### config.mk
export PLATFORM = sky130hd
export DESIGN_NAME = csf_top
export DESIGN_NICKNAME = d
export VERILOG_FILES = /design/src/hdl/csf_pkg.sv /design/src/hdl/csf_debounce.sv /design/src/hdl/csf_top.sv
export SDC_FILE = /design/constraint.sdc
export NUM_CORES = 1
export LEC_CHECK = 0
export BUFFER_PORTS_ARGS = -buffer_cell sky130_fd_sc_hd__buf_2
export CAP_MARGIN = 10
export CORE_ASPECT_RATIO = 1.25
export CORE_UTILIZATION = 30
export CTS_BUF_LIST = sky130_fd_sc_hd__clkbuf_4 sky130_fd_sc_hd__clkbuf_8
export CTS_CLUSTER_DIAMETER = 30
export CTS_CLUSTER_SIZE = 12
export DETAILED_ROUTE_END_ITERATION = 16
export SYNTH_ARGS = -nofsm -noshare
export SYNTH_HDL_FRONTEND = slang
export SYNTH_SLANG_ARGS = --single-unit
export TNS_END_PERCENT = 30
### constraint.sdc
create_clock -name core_clk -period 5 [get_ports core_clk]
set_input_delay 0.25 -clock core_clk [delete_from_list [all_inputs] [get_ports core_clk]]
set_output_delay 0.25 -clock core_clk [all_outputs]
set_load 0.1 [all_outputs]
### src/hdl/csf_pkg.sv
`default_nettype none
package csf_pkg;
  // Clock and timing.
  localparam int unsigned CLK_HZ = 20_000_000;
  localparam int unsigned PULSE_US = 128;
  localparam int unsigned PULSE_CYC = (PULSE_US * (CLK_HZ / 1_000_000));
  localparam int unsigned DGL_US = 10;
  localparam int unsigned DGL_CYC = (DGL_US * (CLK_HZ / 1_000_000));
  // Input management threshold code: 4.2 V to 4.9 V in 100 mV steps, plus disable.
  localparam int unsigned INMGT_BASE_MV = 4200;
  localparam int unsigned INMGT_STEP_MV = 100;
  localparam logic [2:0] INMGT_MAX_CODE = 3'h7;
  localparam logic [3:0] INMGT_DISABLE = 4'h8;
  // Termination current span in microamperes.
  localparam logic [15:0] TERM_MIN_UA = 16'h01f4;
  localparam logic [15:0] TERM_MAX_UA = 16'h9088;
  localparam logic [15:0] TERM_DEFAULT_UA = 16'h07d0;
  // Fault codes.
  localparam logic [1:0] FAULT_NONE = 2'h0;
  localparam logic [1:0] FAULT_OVP = 2'h1;
  localparam logic [1:0] FAULT_UVLO = 2'h2;
  localparam logic [1:0] FAULT_SLEEP = 2'h3;

  typedef enum logic [2:0] {
    CSF_IDLE, CSF_INHIBIT, CSF_CC, CSF_CV, CSF_DONE, CSF_SLEEP, CSF_FAULT
  } csf_state_e;

  // Analog comparator flags.
  typedef struct packed {
    logic in_above_uvlo;
    logic in_above_ovp;
    logic in_above_bat_slp;
    logic in_at_mgmt;
    logic bat_at_reg;
    logic cur_at_term;
    logic bat_above_rechg;
    logic mid_below_power_path_loop;
    logic chg_cur_zero;
    logic mid_below_bsup1;
    logic mid_above_bsup2;
    logic in_limit_active;
  } csf_comp_s;

  typedef struct packed {
    logic sleep;
    logic ovp;
    logic uvlo;
  } csf_cond_s;
endpackage
`default_nettype wire

### src/hdl/csf_debounce.sv
`default_nettype none
module csf_debounce #(
  parameter int unsigned WIDTH = 12,
  parameter int unsigned COUNT = 200
) (
  input wire logic core_clk,
  input wire logic resetn,
  input wire logic [WIDTH-1:0] raw,
  output logic [WIDTH-1:0] clean
);
  localparam int unsigned CW = $clog2(COUNT + 1);
  if (WIDTH < 1 || COUNT < 1) begin : g_bad_params
    $error("csf_debounce: bad parameters");
  end
  genvar i;
  for (i = 0; i < WIDTH; i++) begin : g_bit
    logic s1_reg;
    logic s2_reg;
    logic out_reg;
    logic [CW-1:0] cnt_reg;
    wire differs = s2_reg != out_reg;
    wire expired = cnt_reg == CW'(COUNT - 1);
    // Two flops bring the flag in, then a stable count qualifies it.
    always_ff @(posedge core_clk or negedge resetn) begin
      if (!resetn) begin
        s1_reg <= 1'b0;
        s2_reg <= 1'b0;
        out_reg <= 1'b0;
        cnt_reg <= '0;
      end else begin
        s1_reg <= raw[i];
        s2_reg <= s1_reg;
        cnt_reg <= (differs && !expired) ? CW'(cnt_reg + 1'b1) : '0;
        if (differs && expired) begin
          out_reg <= s2_reg;
        end
      end
    end
    assign clean[i] = out_reg;
  end
endmodule
`default_nettype wire

### src/hdl/csf_top.sv
`default_nettype none
module csf_top #(
  parameter int unsigned DGL_CYCLES = csf_pkg::DGL_CYC,
  parameter int unsigned PULSE_CYCLES = csf_pkg::PULSE_CYC
) (
  input wire logic core_clk,
  input wire logic resetn,
  input wire csf_pkg::csf_comp_s comp_raw,
  input wire logic charge_disable_pin,
  input wire logic charge_inhibit_bit,
  input wire logic term_enable,
  input wire logic double_timer_option,
  input wire logic [3:0] input_mgmt_threshold,
  input wire logic host_write,
  input wire logic reset_bit_write,
  input wire logic fault_read,
  input wire logic charge_current_pin_gnd,
  input wire logic input_limit_pin_gnd,
  input wire logic term_pin_gnd,
  input wire logic [15:0] pre_term_setting,
  input wire logic [15:0] term_current_external,
  output logic event_pulse,
  output logic [1:0] fault_code,
  output csf_pkg::csf_state_e charge_state,
  output logic input_mgmt_flag,
  output logic discharge_path_on,
  output logic charge_switch_on,
  output logic cc_mode,
  output logic cv_mode,
  output logic charge_reduce,
  output logic supplement_on,
  output logic timer_tick,
  output logic default_mode,
  output logic use_default_settings,
  output logic [15:0] term_current,
  output logic [15:0] precharge_current,
  output logic [12:0] input_mgmt_mv,
  output logic input_mgmt_enabled
);
  localparam int unsigned PW = $clog2(PULSE_CYCLES + 1);
  if (PULSE_CYCLES < 1 || DGL_CYCLES < 1) begin : g_bad_counts
    $error("csf_top: cycle counts must be at least one");
  end

  // Comparator flags debounced before use.
  logic [11:0] comp_clean;
  csf_debounce #(.WIDTH(12), .COUNT(DGL_CYCLES)) u_dbnc (
    .core_clk(core_clk),
    .resetn(resetn),
    .raw(comp_raw),
    .clean(comp_clean)
  );
  csf_pkg::csf_comp_s c;
  assign c = comp_clean;

  // Input condition decode.
  wire cond_ovp = c.in_above_uvlo && c.in_above_ovp;
  wire cond_uvlo = !c.in_above_uvlo;
  wire cond_sleep = c.in_above_uvlo && !c.in_above_bat_slp && !c.in_above_ovp;
  wire mgmt_en = !input_mgmt_threshold[3];
  wire mgmt_active = mgmt_en && c.in_at_mgmt;
  wire input_valid = c.in_above_uvlo && c.in_above_bat_slp && !c.in_above_ovp && !mgmt_active;
  wire charge_allowed = !charge_inhibit_bit && !charge_disable_pin;

  csf_pkg::csf_cond_s cond_now;
  csf_pkg::csf_cond_s cond_prev_reg;
  assign cond_now = '{sleep: cond_sleep, ovp: cond_ovp, uvlo: cond_uvlo};
  wire [2:0] cond_rise = cond_now & ~cond_prev_reg;
  wire any_rise = |cond_rise;

  // Supplement hysteresis and power-path loop.
  logic supp_reg;
  wire supp_next = supp_reg ? !c.mid_above_bsup2 : (c.mid_below_power_path_loop && c.chg_cur_zero
    && c.mid_below_bsup1);
  wire power_path_loop_active = c.mid_below_power_path_loop;
  wire other_loop = mgmt_active || power_path_loop_active || supp_reg || c.in_limit_active;

  // Charge state machine.
  csf_pkg::csf_state_e state_reg;
  csf_pkg::csf_state_e state_next;
  wire term_hit = term_enable && !other_loop && c.cur_at_term && c.bat_above_rechg;
  always_comb begin
    state_next = state_reg;
    unique case (state_reg)
      csf_pkg::CSF_IDLE: begin
        if (input_valid) begin
          state_next = charge_allowed ? csf_pkg::CSF_CC : csf_pkg::CSF_INHIBIT;
        end
      end
      csf_pkg::CSF_INHIBIT: begin
        if (charge_allowed) begin
          state_next = csf_pkg::CSF_CC;
        end
      end
      csf_pkg::CSF_CC: begin
        if (!charge_allowed) begin
          state_next = csf_pkg::CSF_INHIBIT;
        end else if (c.bat_at_reg) begin
          state_next = csf_pkg::CSF_CV;
        end
      end
      csf_pkg::CSF_CV: begin
        if (!charge_allowed) begin
          state_next = csf_pkg::CSF_INHIBIT;
        end else if (term_hit) begin
          state_next = csf_pkg::CSF_DONE;
        end else if (!c.bat_at_reg) begin
          state_next = csf_pkg::CSF_CC;
        end
      end
      csf_pkg::CSF_DONE: begin
        if (!charge_allowed) begin
          state_next = csf_pkg::CSF_INHIBIT;
        end else if (!c.bat_above_rechg) begin
          state_next = csf_pkg::CSF_CC;
        end
      end
      csf_pkg::CSF_SLEEP: begin
        if (c.in_above_bat_slp) begin
          state_next = csf_pkg::CSF_IDLE;
        end
      end
      csf_pkg::CSF_FAULT: begin
        if (!cond_ovp && !cond_uvlo) begin
          state_next = csf_pkg::CSF_IDLE;
        end
      end
      default: begin
        state_next = csf_pkg::CSF_IDLE;
      end
    endcase
    if (cond_ovp || cond_uvlo) begin
      state_next = csf_pkg::CSF_FAULT;
    end else if (cond_sleep) begin
      state_next = csf_pkg::CSF_SLEEP;
    end
  end

  // Fault code latch: a new event wins over a read.
  logic [1:0] fault_reg;
  wire fault_clear = fault_read && !cond_now[0] && !cond_now[1] && !cond_now[2];
  wire [1:0] fault_new = cond_rise[1] ? csf_pkg::FAULT_OVP :
    (cond_rise[0] ? csf_pkg::FAULT_UVLO : csf_pkg::FAULT_SLEEP);
  wire [1:0] fault_next = any_rise ? fault_new :
    (fault_clear ? csf_pkg::FAULT_NONE : fault_reg);

  // Each event starts or restarts a pulse, timed by a counter.
  logic [PW-1:0] pulse_cnt_reg;
  wire pulse_busy = pulse_cnt_reg != '0;
  wire [PW-1:0] pulse_cnt_next = any_rise ? PW'(PULSE_CYCLES) :
    (pulse_busy ? PW'(pulse_cnt_reg - 1'b1) : '0);

  // Safety timer tick at half rate with the double timer option while another loop is active.
  logic half_reg;
  wire slow = double_timer_option && (other_loop || mgmt_active);
  wire charging = (state_reg == csf_pkg::CSF_CC) || (state_reg == csf_pkg::CSF_CV);
  wire tick_next = charging && (!slow || half_reg);

  // Default versus host mode.
  logic dflt_reg;
  logic valid_prev_reg;
  wire dflt_next = (input_valid && !valid_prev_reg) || reset_bit_write ? 1'b1 :
    (host_write ? 1'b0 : dflt_reg);
  wire any_gnd = charge_current_pin_gnd || input_limit_pin_gnd || term_pin_gnd;
  wire use_dflt = dflt_reg && any_gnd;

  // Termination and pre-charge current selection.
  wire [15:0] term_src = (dflt_reg && !use_dflt) ? term_current_external :
    pre_term_setting;
  wire [15:0] term_clip = term_src < csf_pkg::TERM_MIN_UA ? csf_pkg::TERM_MIN_UA :
    (term_src > csf_pkg::TERM_MAX_UA ? csf_pkg::TERM_MAX_UA : term_src);
  wire [15:0] term_sel = use_dflt ? csf_pkg::TERM_DEFAULT_UA : term_clip;

  wire [12:0] mgmt_mv = 13'(csf_pkg::INMGT_BASE_MV +
    csf_pkg::INMGT_STEP_MV * int'(input_mgmt_threshold[2:0]));

  wire dis_next = (state_reg == csf_pkg::CSF_SLEEP) || (state_reg == csf_pkg::CSF_FAULT
    && cond_ovp) || state_reg == csf_pkg::CSF_IDLE || supp_reg;

  always_ff @(posedge core_clk or negedge resetn) begin
    if (!resetn) begin
      state_reg <= csf_pkg::CSF_IDLE;
      cond_prev_reg <= '0;
      fault_reg <= csf_pkg::FAULT_NONE;
      pulse_cnt_reg <= '0;
      supp_reg <= 1'b0;
      half_reg <= 1'b0;
      dflt_reg <= 1'b1;
      valid_prev_reg <= 1'b0;
    end else begin
      state_reg <= state_next;
      cond_prev_reg <= cond_now;
      fault_reg <= fault_next;
      pulse_cnt_reg <= pulse_cnt_next;
      supp_reg <= supp_next;
      half_reg <= charging ? !half_reg : 1'b0;
      dflt_reg <= dflt_next;
      valid_prev_reg <= input_valid;
    end
  end

  always_ff @(posedge core_clk or negedge resetn) begin
    if (!resetn) begin
      event_pulse <= 1'b0;
      fault_code <= csf_pkg::FAULT_NONE;
      charge_state <= csf_pkg::CSF_IDLE;
      input_mgmt_flag <= 1'b0;
      discharge_path_on <= 1'b0;
      charge_switch_on <= 1'b0;
      cc_mode <= 1'b0;
      cv_mode <= 1'b0;
      charge_reduce <= 1'b0;
      supplement_on <= 1'b0;
      timer_tick <= 1'b0;
      default_mode <= 1'b1;
      use_default_settings <= 1'b0;
      term_current <= csf_pkg::TERM_DEFAULT_UA;
      precharge_current <= csf_pkg::TERM_DEFAULT_UA;
      input_mgmt_mv <= '0;
      input_mgmt_enabled <= 1'b0;
    end else begin
      event_pulse <= pulse_cnt_next != '0;
      fault_code <= fault_next;
      charge_state <= state_next;
      input_mgmt_flag <= mgmt_active;
      discharge_path_on <= dis_next;
      charge_switch_on <= (state_next == csf_pkg::CSF_CC) || (state_next == csf_pkg::CSF_CV);
      cc_mode <= state_next == csf_pkg::CSF_CC;
      cv_mode <= state_next == csf_pkg::CSF_CV;
      charge_reduce <= power_path_loop_active;
      supplement_on <= supp_next;
      timer_tick <= tick_next;
      default_mode <= dflt_next;
      use_default_settings <= use_dflt;
      term_current <= term_sel;
      precharge_current <= term_sel;
      input_mgmt_mv <= mgmt_en ? mgmt_mv : '0;
      input_mgmt_enabled <= mgmt_en;
    end
  end
endmodule
`default_nettype wire

# == Yosys cells after proc, flatten, opt, wreduce, memory -nomap -nowiden ==
# Index checks and enable logic that the tools add are counted.
# classes
addsub,14
mul,1
div,0
n_lt_le_gt_ge,2
eq_ne,32
shifts,0
muxes,42
n_bitwise,2
reduce_logical,94
# ops
cell,n
$add A8 B1 Y8 const B,12
$eq A8 B8 Y1 const B,12
$mux W8,12
$mux W16,4
$logic_and A1 B1 Y1,47
$mux W3,13
$logic_not A1 Y1,27
$mux W12,2
$reduce_bool A12 Y1,2
$pmux W3 S7,1
$gt A16 B16 Y1 const B,1
$lt A16 B9 Y1 const B,1
$logic_or A1 B1 Y1,14
$add A13 B10 Y13 const A,1
$mux W13,1
$eq A3 B2 Y1 const B,4
$ne A1 B1 Y1,12
$sub A12 B1 Y12 const B,1
$eq A3 B3 Y1 const B,3
$mul A5 B3 Y8 const A,1
$mux W2,4
$mux W1,5
$reduce_bool A2 Y1,2
$and A3 B3 Y3,1
other kinds (4),4
# word_totals
reg_bits,195
latch_bits,0
ramBits,0
romBits,0
in_bits,60
out_inout_bits,62
wordCells,257
mem_count,0

# == Logic depth before layout (Yosys ltp) ==
# logic_depth
word_depth,16
ltp_mapped,8

# == Cells and area by module ==
# Synthesis repeated with hierarchy kept, for this count alone.
# hier_totals
cells_unflattened,825
area_unflattened_um2,9116.2
# by_module_without_submodules
mod,n_inst,cells_per_inst,area_per_inst_um2
csf_debounce,1,516,5988.2
csf_top,1,309,3128.0

# == Worst setup path before layout ==
# Ideal clock, no wire load.
# synth_timing
kind,register -> register
from,"register, netlist name default_mode"
to,register precharge_current[10]
arrival_time_ns,2.367
t_required_ns,4.884
slack_ns,2.517
stages_incl_launch_ff,6
n_path_buf,1
path_cell_list,dfstp_2 -> nor4b_1 -> mux2_2 -> a311oi_1 -> buf_2 -> o21ai_0
# synth_rtl
item,line,rtl
"end signal, assigned",csf_top.sv:218,precharge_current <= csf_pkg::TERM_DEFAULT_UA;
"end signal, assigned",csf_top.sv:236,precharge_current <= term_sel;
"end, declared",csf_top.sv:36,"output logic [15:0] precharge_current,"

==> flow_summary.json <==
{
  "drv_cap": 0,
  "post_dp_cell_area_um2": 9330,
  "drt_iter0_drc": 182,
  "clk_latency_ns": 0.45,
  "place.port_buffers": 118,
  "tns_ns": 0,
  "grt_util_met2_pct": 20.2,
  "p_comb_share_pct": 14.3,
  "gp_congestion": 0.839,
  "power_switching_uw": 931,
  "cts.sinks": 191,
  "r2r_cells": 6,
  "dpl_worst_slack_ns": 2.53,
  "vdd_drop_max_mv": 0.134,
  "ys_seq_area_share_pct": 56.5,
  "grt_pass1_wl_um": 27900,
  "met3_usage_pct": 2.76,
  "critPathLaunchType": "register",
  "overflow": 0,
  "fmax_ghz": 0.401,
  "diodes": 0,
  "vias_per_cell": 4.59,
  "path_depth": 6,
  "largest_reg_flops": 96,
  "routed_wl_um": 16400,
  "place_hpwl_um": 11800,
  "cts_made_buffers": 17,
  "hp-class": "primary input to register",
  "crit_start": "default_mode",
  "maxSlewViolCount": 0,
  "crit_type": "register to register",
  "r2r_slack_ns": 2.51,
  "grt_pass1_vias": 5744,
  "max_stage_delay_ns": 0.58,
  "fillers": 2745,
  "period_needed_ns": 2.49,
  "fp.dieW_um": 152,
  "cp-endpoint": "precharge_current[12]",
  "power_frac_seq_pct": 53.3,
  "htreeDepth": 4,
  "antenna_found_initial": 0,
  "arrival_ns": 2.88,
  "netlist_instances": 783,
  "area_growth_pct": 16.4,
  "finish.instance_area_um2": 9870,
  "synthDistinctLibCells": 56,
  "clk_pin_slew_ns": 0.10,
  "slew_headroom_pct": 54.7,
  "period_share_pct": 49.8,
  "critPathBufInv": 2,
  "drive_above_1_share_pct": 21.4,
  "grt_max_degree": 125,
  "cts_tree": "yes",
  "crit_chain": "nor4b_2, buf_4, mux2_2, a311oi_1, buf_4, o21a_1",
  "power.total_uw": 3060,
  "vias": 5793,
  "ant_nets": 0,
  "grt_util_all_layers_pct": 11.9,
  "fin_ws_ns": 2.51,
  "p_leak_uw": 0.00467,
  "drt-wirelength-per-cell_um": 13.0,
  "syn_area_um2": 8470,
  "die_height_um": 190,
  "final_hold_viol_count": 0,
  "finalNonFillerCells": 1261,
  "violations": "design-rule violations",
  "required_ns": 5.39,
  "yosys_warnings": 0,
  "clockPowerShare_pct": 32.5,
  "yosys-top-cells-area": "dfrtp_1 (54%), nor2_1 (5.8%), xor2_1 (5.7%)",
  "ys_async_sr_fraction_pct": 100,
  "worstMarginPinSlew_ns": 0.675,
  "r2r-end": "precharge_current[12]",
  "cp_top_family": "compound AO/OA/AOI/OAI gates",
  "p_sw_share_pct": 30.4,
  "internal_power_uw": 2130,
  "status": "finished with violations",
  "setup_viol": 0,
  "die_area_um2": 28900,
  "rows": 68,
  "yosysTopAreaCell": "dfrtp_1",
  "end_kind": "register",
  "core_um2": 27700,
  "worst-path-max-fanout": 21,
  "clockBufferDepth": 2,
  "drc": 12,
  "grt.busiest_layer": "met2",
  "nNetsFinal": 979,
  "start_util_pct": 30.6,
  "placed_cells": 1214,
  "syn_avg_cell_area_um2": 10.8,
  "cpMostUsedCell": "buf_4",
  "num_io_pins": 122,
  "ys.flop_type": "dfrtp_1",
  "synth_enable_flop_cells": 0,
  "rsz0062_at_grt": "no",
  "drt_pass1_iterations": 11,
  "use_met1_pct": 14.8,
  "root_buffer": "clkbuf_8",
  "synth_top_area_share_pct": 54.3,
  "ys_ff_latch": 191,
  "power_density_nw_per_um2": 310,
  "reg2reg_from": "default_mode",
  "slowest_stage": "dfstp_2",
  "finClkSkew_ns": 0.0130
}
## placed cells by master (no fill, tap or decap), types with 4 or more instances in the layout
cell type / count
inv_6: 4
clkbuf_8: 19
inv_1: 29
nand3_1: 58
nor3b_1: 4
ha_1: 21
clkinv_4: 4
o21ai_0: 11
xnor2_1: 43
nand2_1: 26
nor3_1: 14
nor2b_1: 5
dlygate4sd3_1: 15
dfstp_2: 7
mux2_2: 16
mux2i_1: 11
or2_2: 13
o31ai_1: 6
nor4_1: 13
nand4_1: 17
and3_1: 25
nor2_1: 130
nand2b_1: 5
buf_2: 117
dfrtp_1: 184
xor2_1: 55
## area by class of cell
| cell class | instances | area [um^2] | share of cell area, % |
|---|---|---|---|
| Clock buffer | 20 | 263 | 2.66 |
| Inverter | 29 | 109 | 1.10 |
| Sequential cell | 191 | 4790 | 48.5 |
| Clock inverter | 12 | 124 | 1.26 |
| Tap cell | 350 | 438 | 4.44 |
| Timing Repair Buffer | 137 | 792 | 8.03 |
| Multi-Input combinational cell | 522 | 3350 | 34.0 |
## stage by stage
stage / util, % / hold slack (ns)
after CTS: 35.7 / 0.0141
after floorplan: - / -0.0456
final: 35.7 / 0.0398
after global routing: 35.7 / 0.00823
after detailed placement: 33.7 / 0.286
after global placement: 33.7 / 0.282
## power groups by stage
| stage | Clock, uW | Sequential, uW | Combinational (uW) |
|---|---|---|---|
| 2_1_floorplan | 0 | 1780 | 205 |
| 3_3_place_gp | 0 | 1660 | 430 |
| 3_5_place_dp | 0 | 1660 | 432 |
| 4_1_cts | 1040 | 1630 | 442 |
| 5_1_grt | 1100 | 1640 | 467 |
| 6_report | 994 | 1630 | 437 |
## worst register-to-register path: stages (launching register included)
cell and delay [ns]:
dfstp_2 0.58, nor4b_2 0.19, buf_4 0.32, mux2_2 0.37, a311oi_1 0.54, buf_4 0.28, o21a_1 0.14
## Yosys cell counts, types with 2 or more instances
| cell | number |
|---|---|
| a21o_1 | 2 |
| a21oi_1 | 3 |
| a311oi_1 | 2 |
| a41oi_1 | 2 |
| and2_1 | 2 |
| and3_1 | 25 |
| buf_2 | 2 |
| buf_4 | 20 |
| clkbuf_1 | 20 |
| dfrtp_1 | 184 |
| dfstp_2 | 7 |
| ha_1 | 21 |
| inv_1 | 29 |
| mux2_2 | 16 |
| mux2i_1 | 11 |
| nand2_1 | 26 |
| nand2b_1 | 5 |
| nand3_1 | 58 |
| nand4_1 | 17 |
| nor2_1 | 130 |
| nor2b_1 | 5 |
| nor3_1 | 14 |
| nor3b_1 | 4 |
| nor4_1 | 13 |
| nor4b_1 | 2 |
| o211ai_1 | 2 |
| o21a_1 | 3 |
| o21ai_0 | 11 |
| o21ai_1 | 2 |
| o22ai_1 | 3 |
| o31ai_1 | 6 |
| or2_2 | 13 |
| or3_1 | 3 |
| or4_1 | 2 |
| xnor2_1 | 43 |
| xor2_1 | 55 |
## cell families (layout without fill, tap and decap cells)
kind of cell,count (synthesis),count (layout),share of synthesized area (%)
muxes,27,27,3.43
DFF,191,191,56.5
other,1,3,0.0443
adders and majority gates,21,21,3.10
buffers and inverters,72,198,4.10
and+or+nand+nor,324,324,18.6
AOI/OAI and AO/OA,49,49,4.08
xor gates and xnor gates,98,98,10.1
## metal layers
metal | share of wire (%) | wire length (um)
met2 | 48 | 7830
met3 | 4.5 | 741
met1 | 46 | 7540
met5 | 0 | 0
met4 | 1.9 | 320
## worst min path at each step
| stage | slack (ns) | to | from | cells past startpoint |
|---|---|---|---|---|
| 3_3_place_gp | 0.28 | use_default_settings | resetn | 1 |
| 5_1_grt | 0.008 | timer_tick | double_timer_option | 2 |
| 2_1_floorplan | -0.05 | cc_mode | resetn | 0 |
| 6_report | 0.04 | timer_tick | double_timer_option | 2 |
| 4_1_cts | 0.01 | timer_tick | double_timer_option | 2 |
| 3_5_place_dp | 0.29 | use_default_settings | resetn | 1 |
## what timing repair did
action / in CTS / in global routing
buffers inserted: 0 / 0
hold endpoints to repair: 77 / 0
gates resized for setup: 0 / 0
hold buffers: 15 / 0
Note: power is estimated with default switching activity, not from simulation.
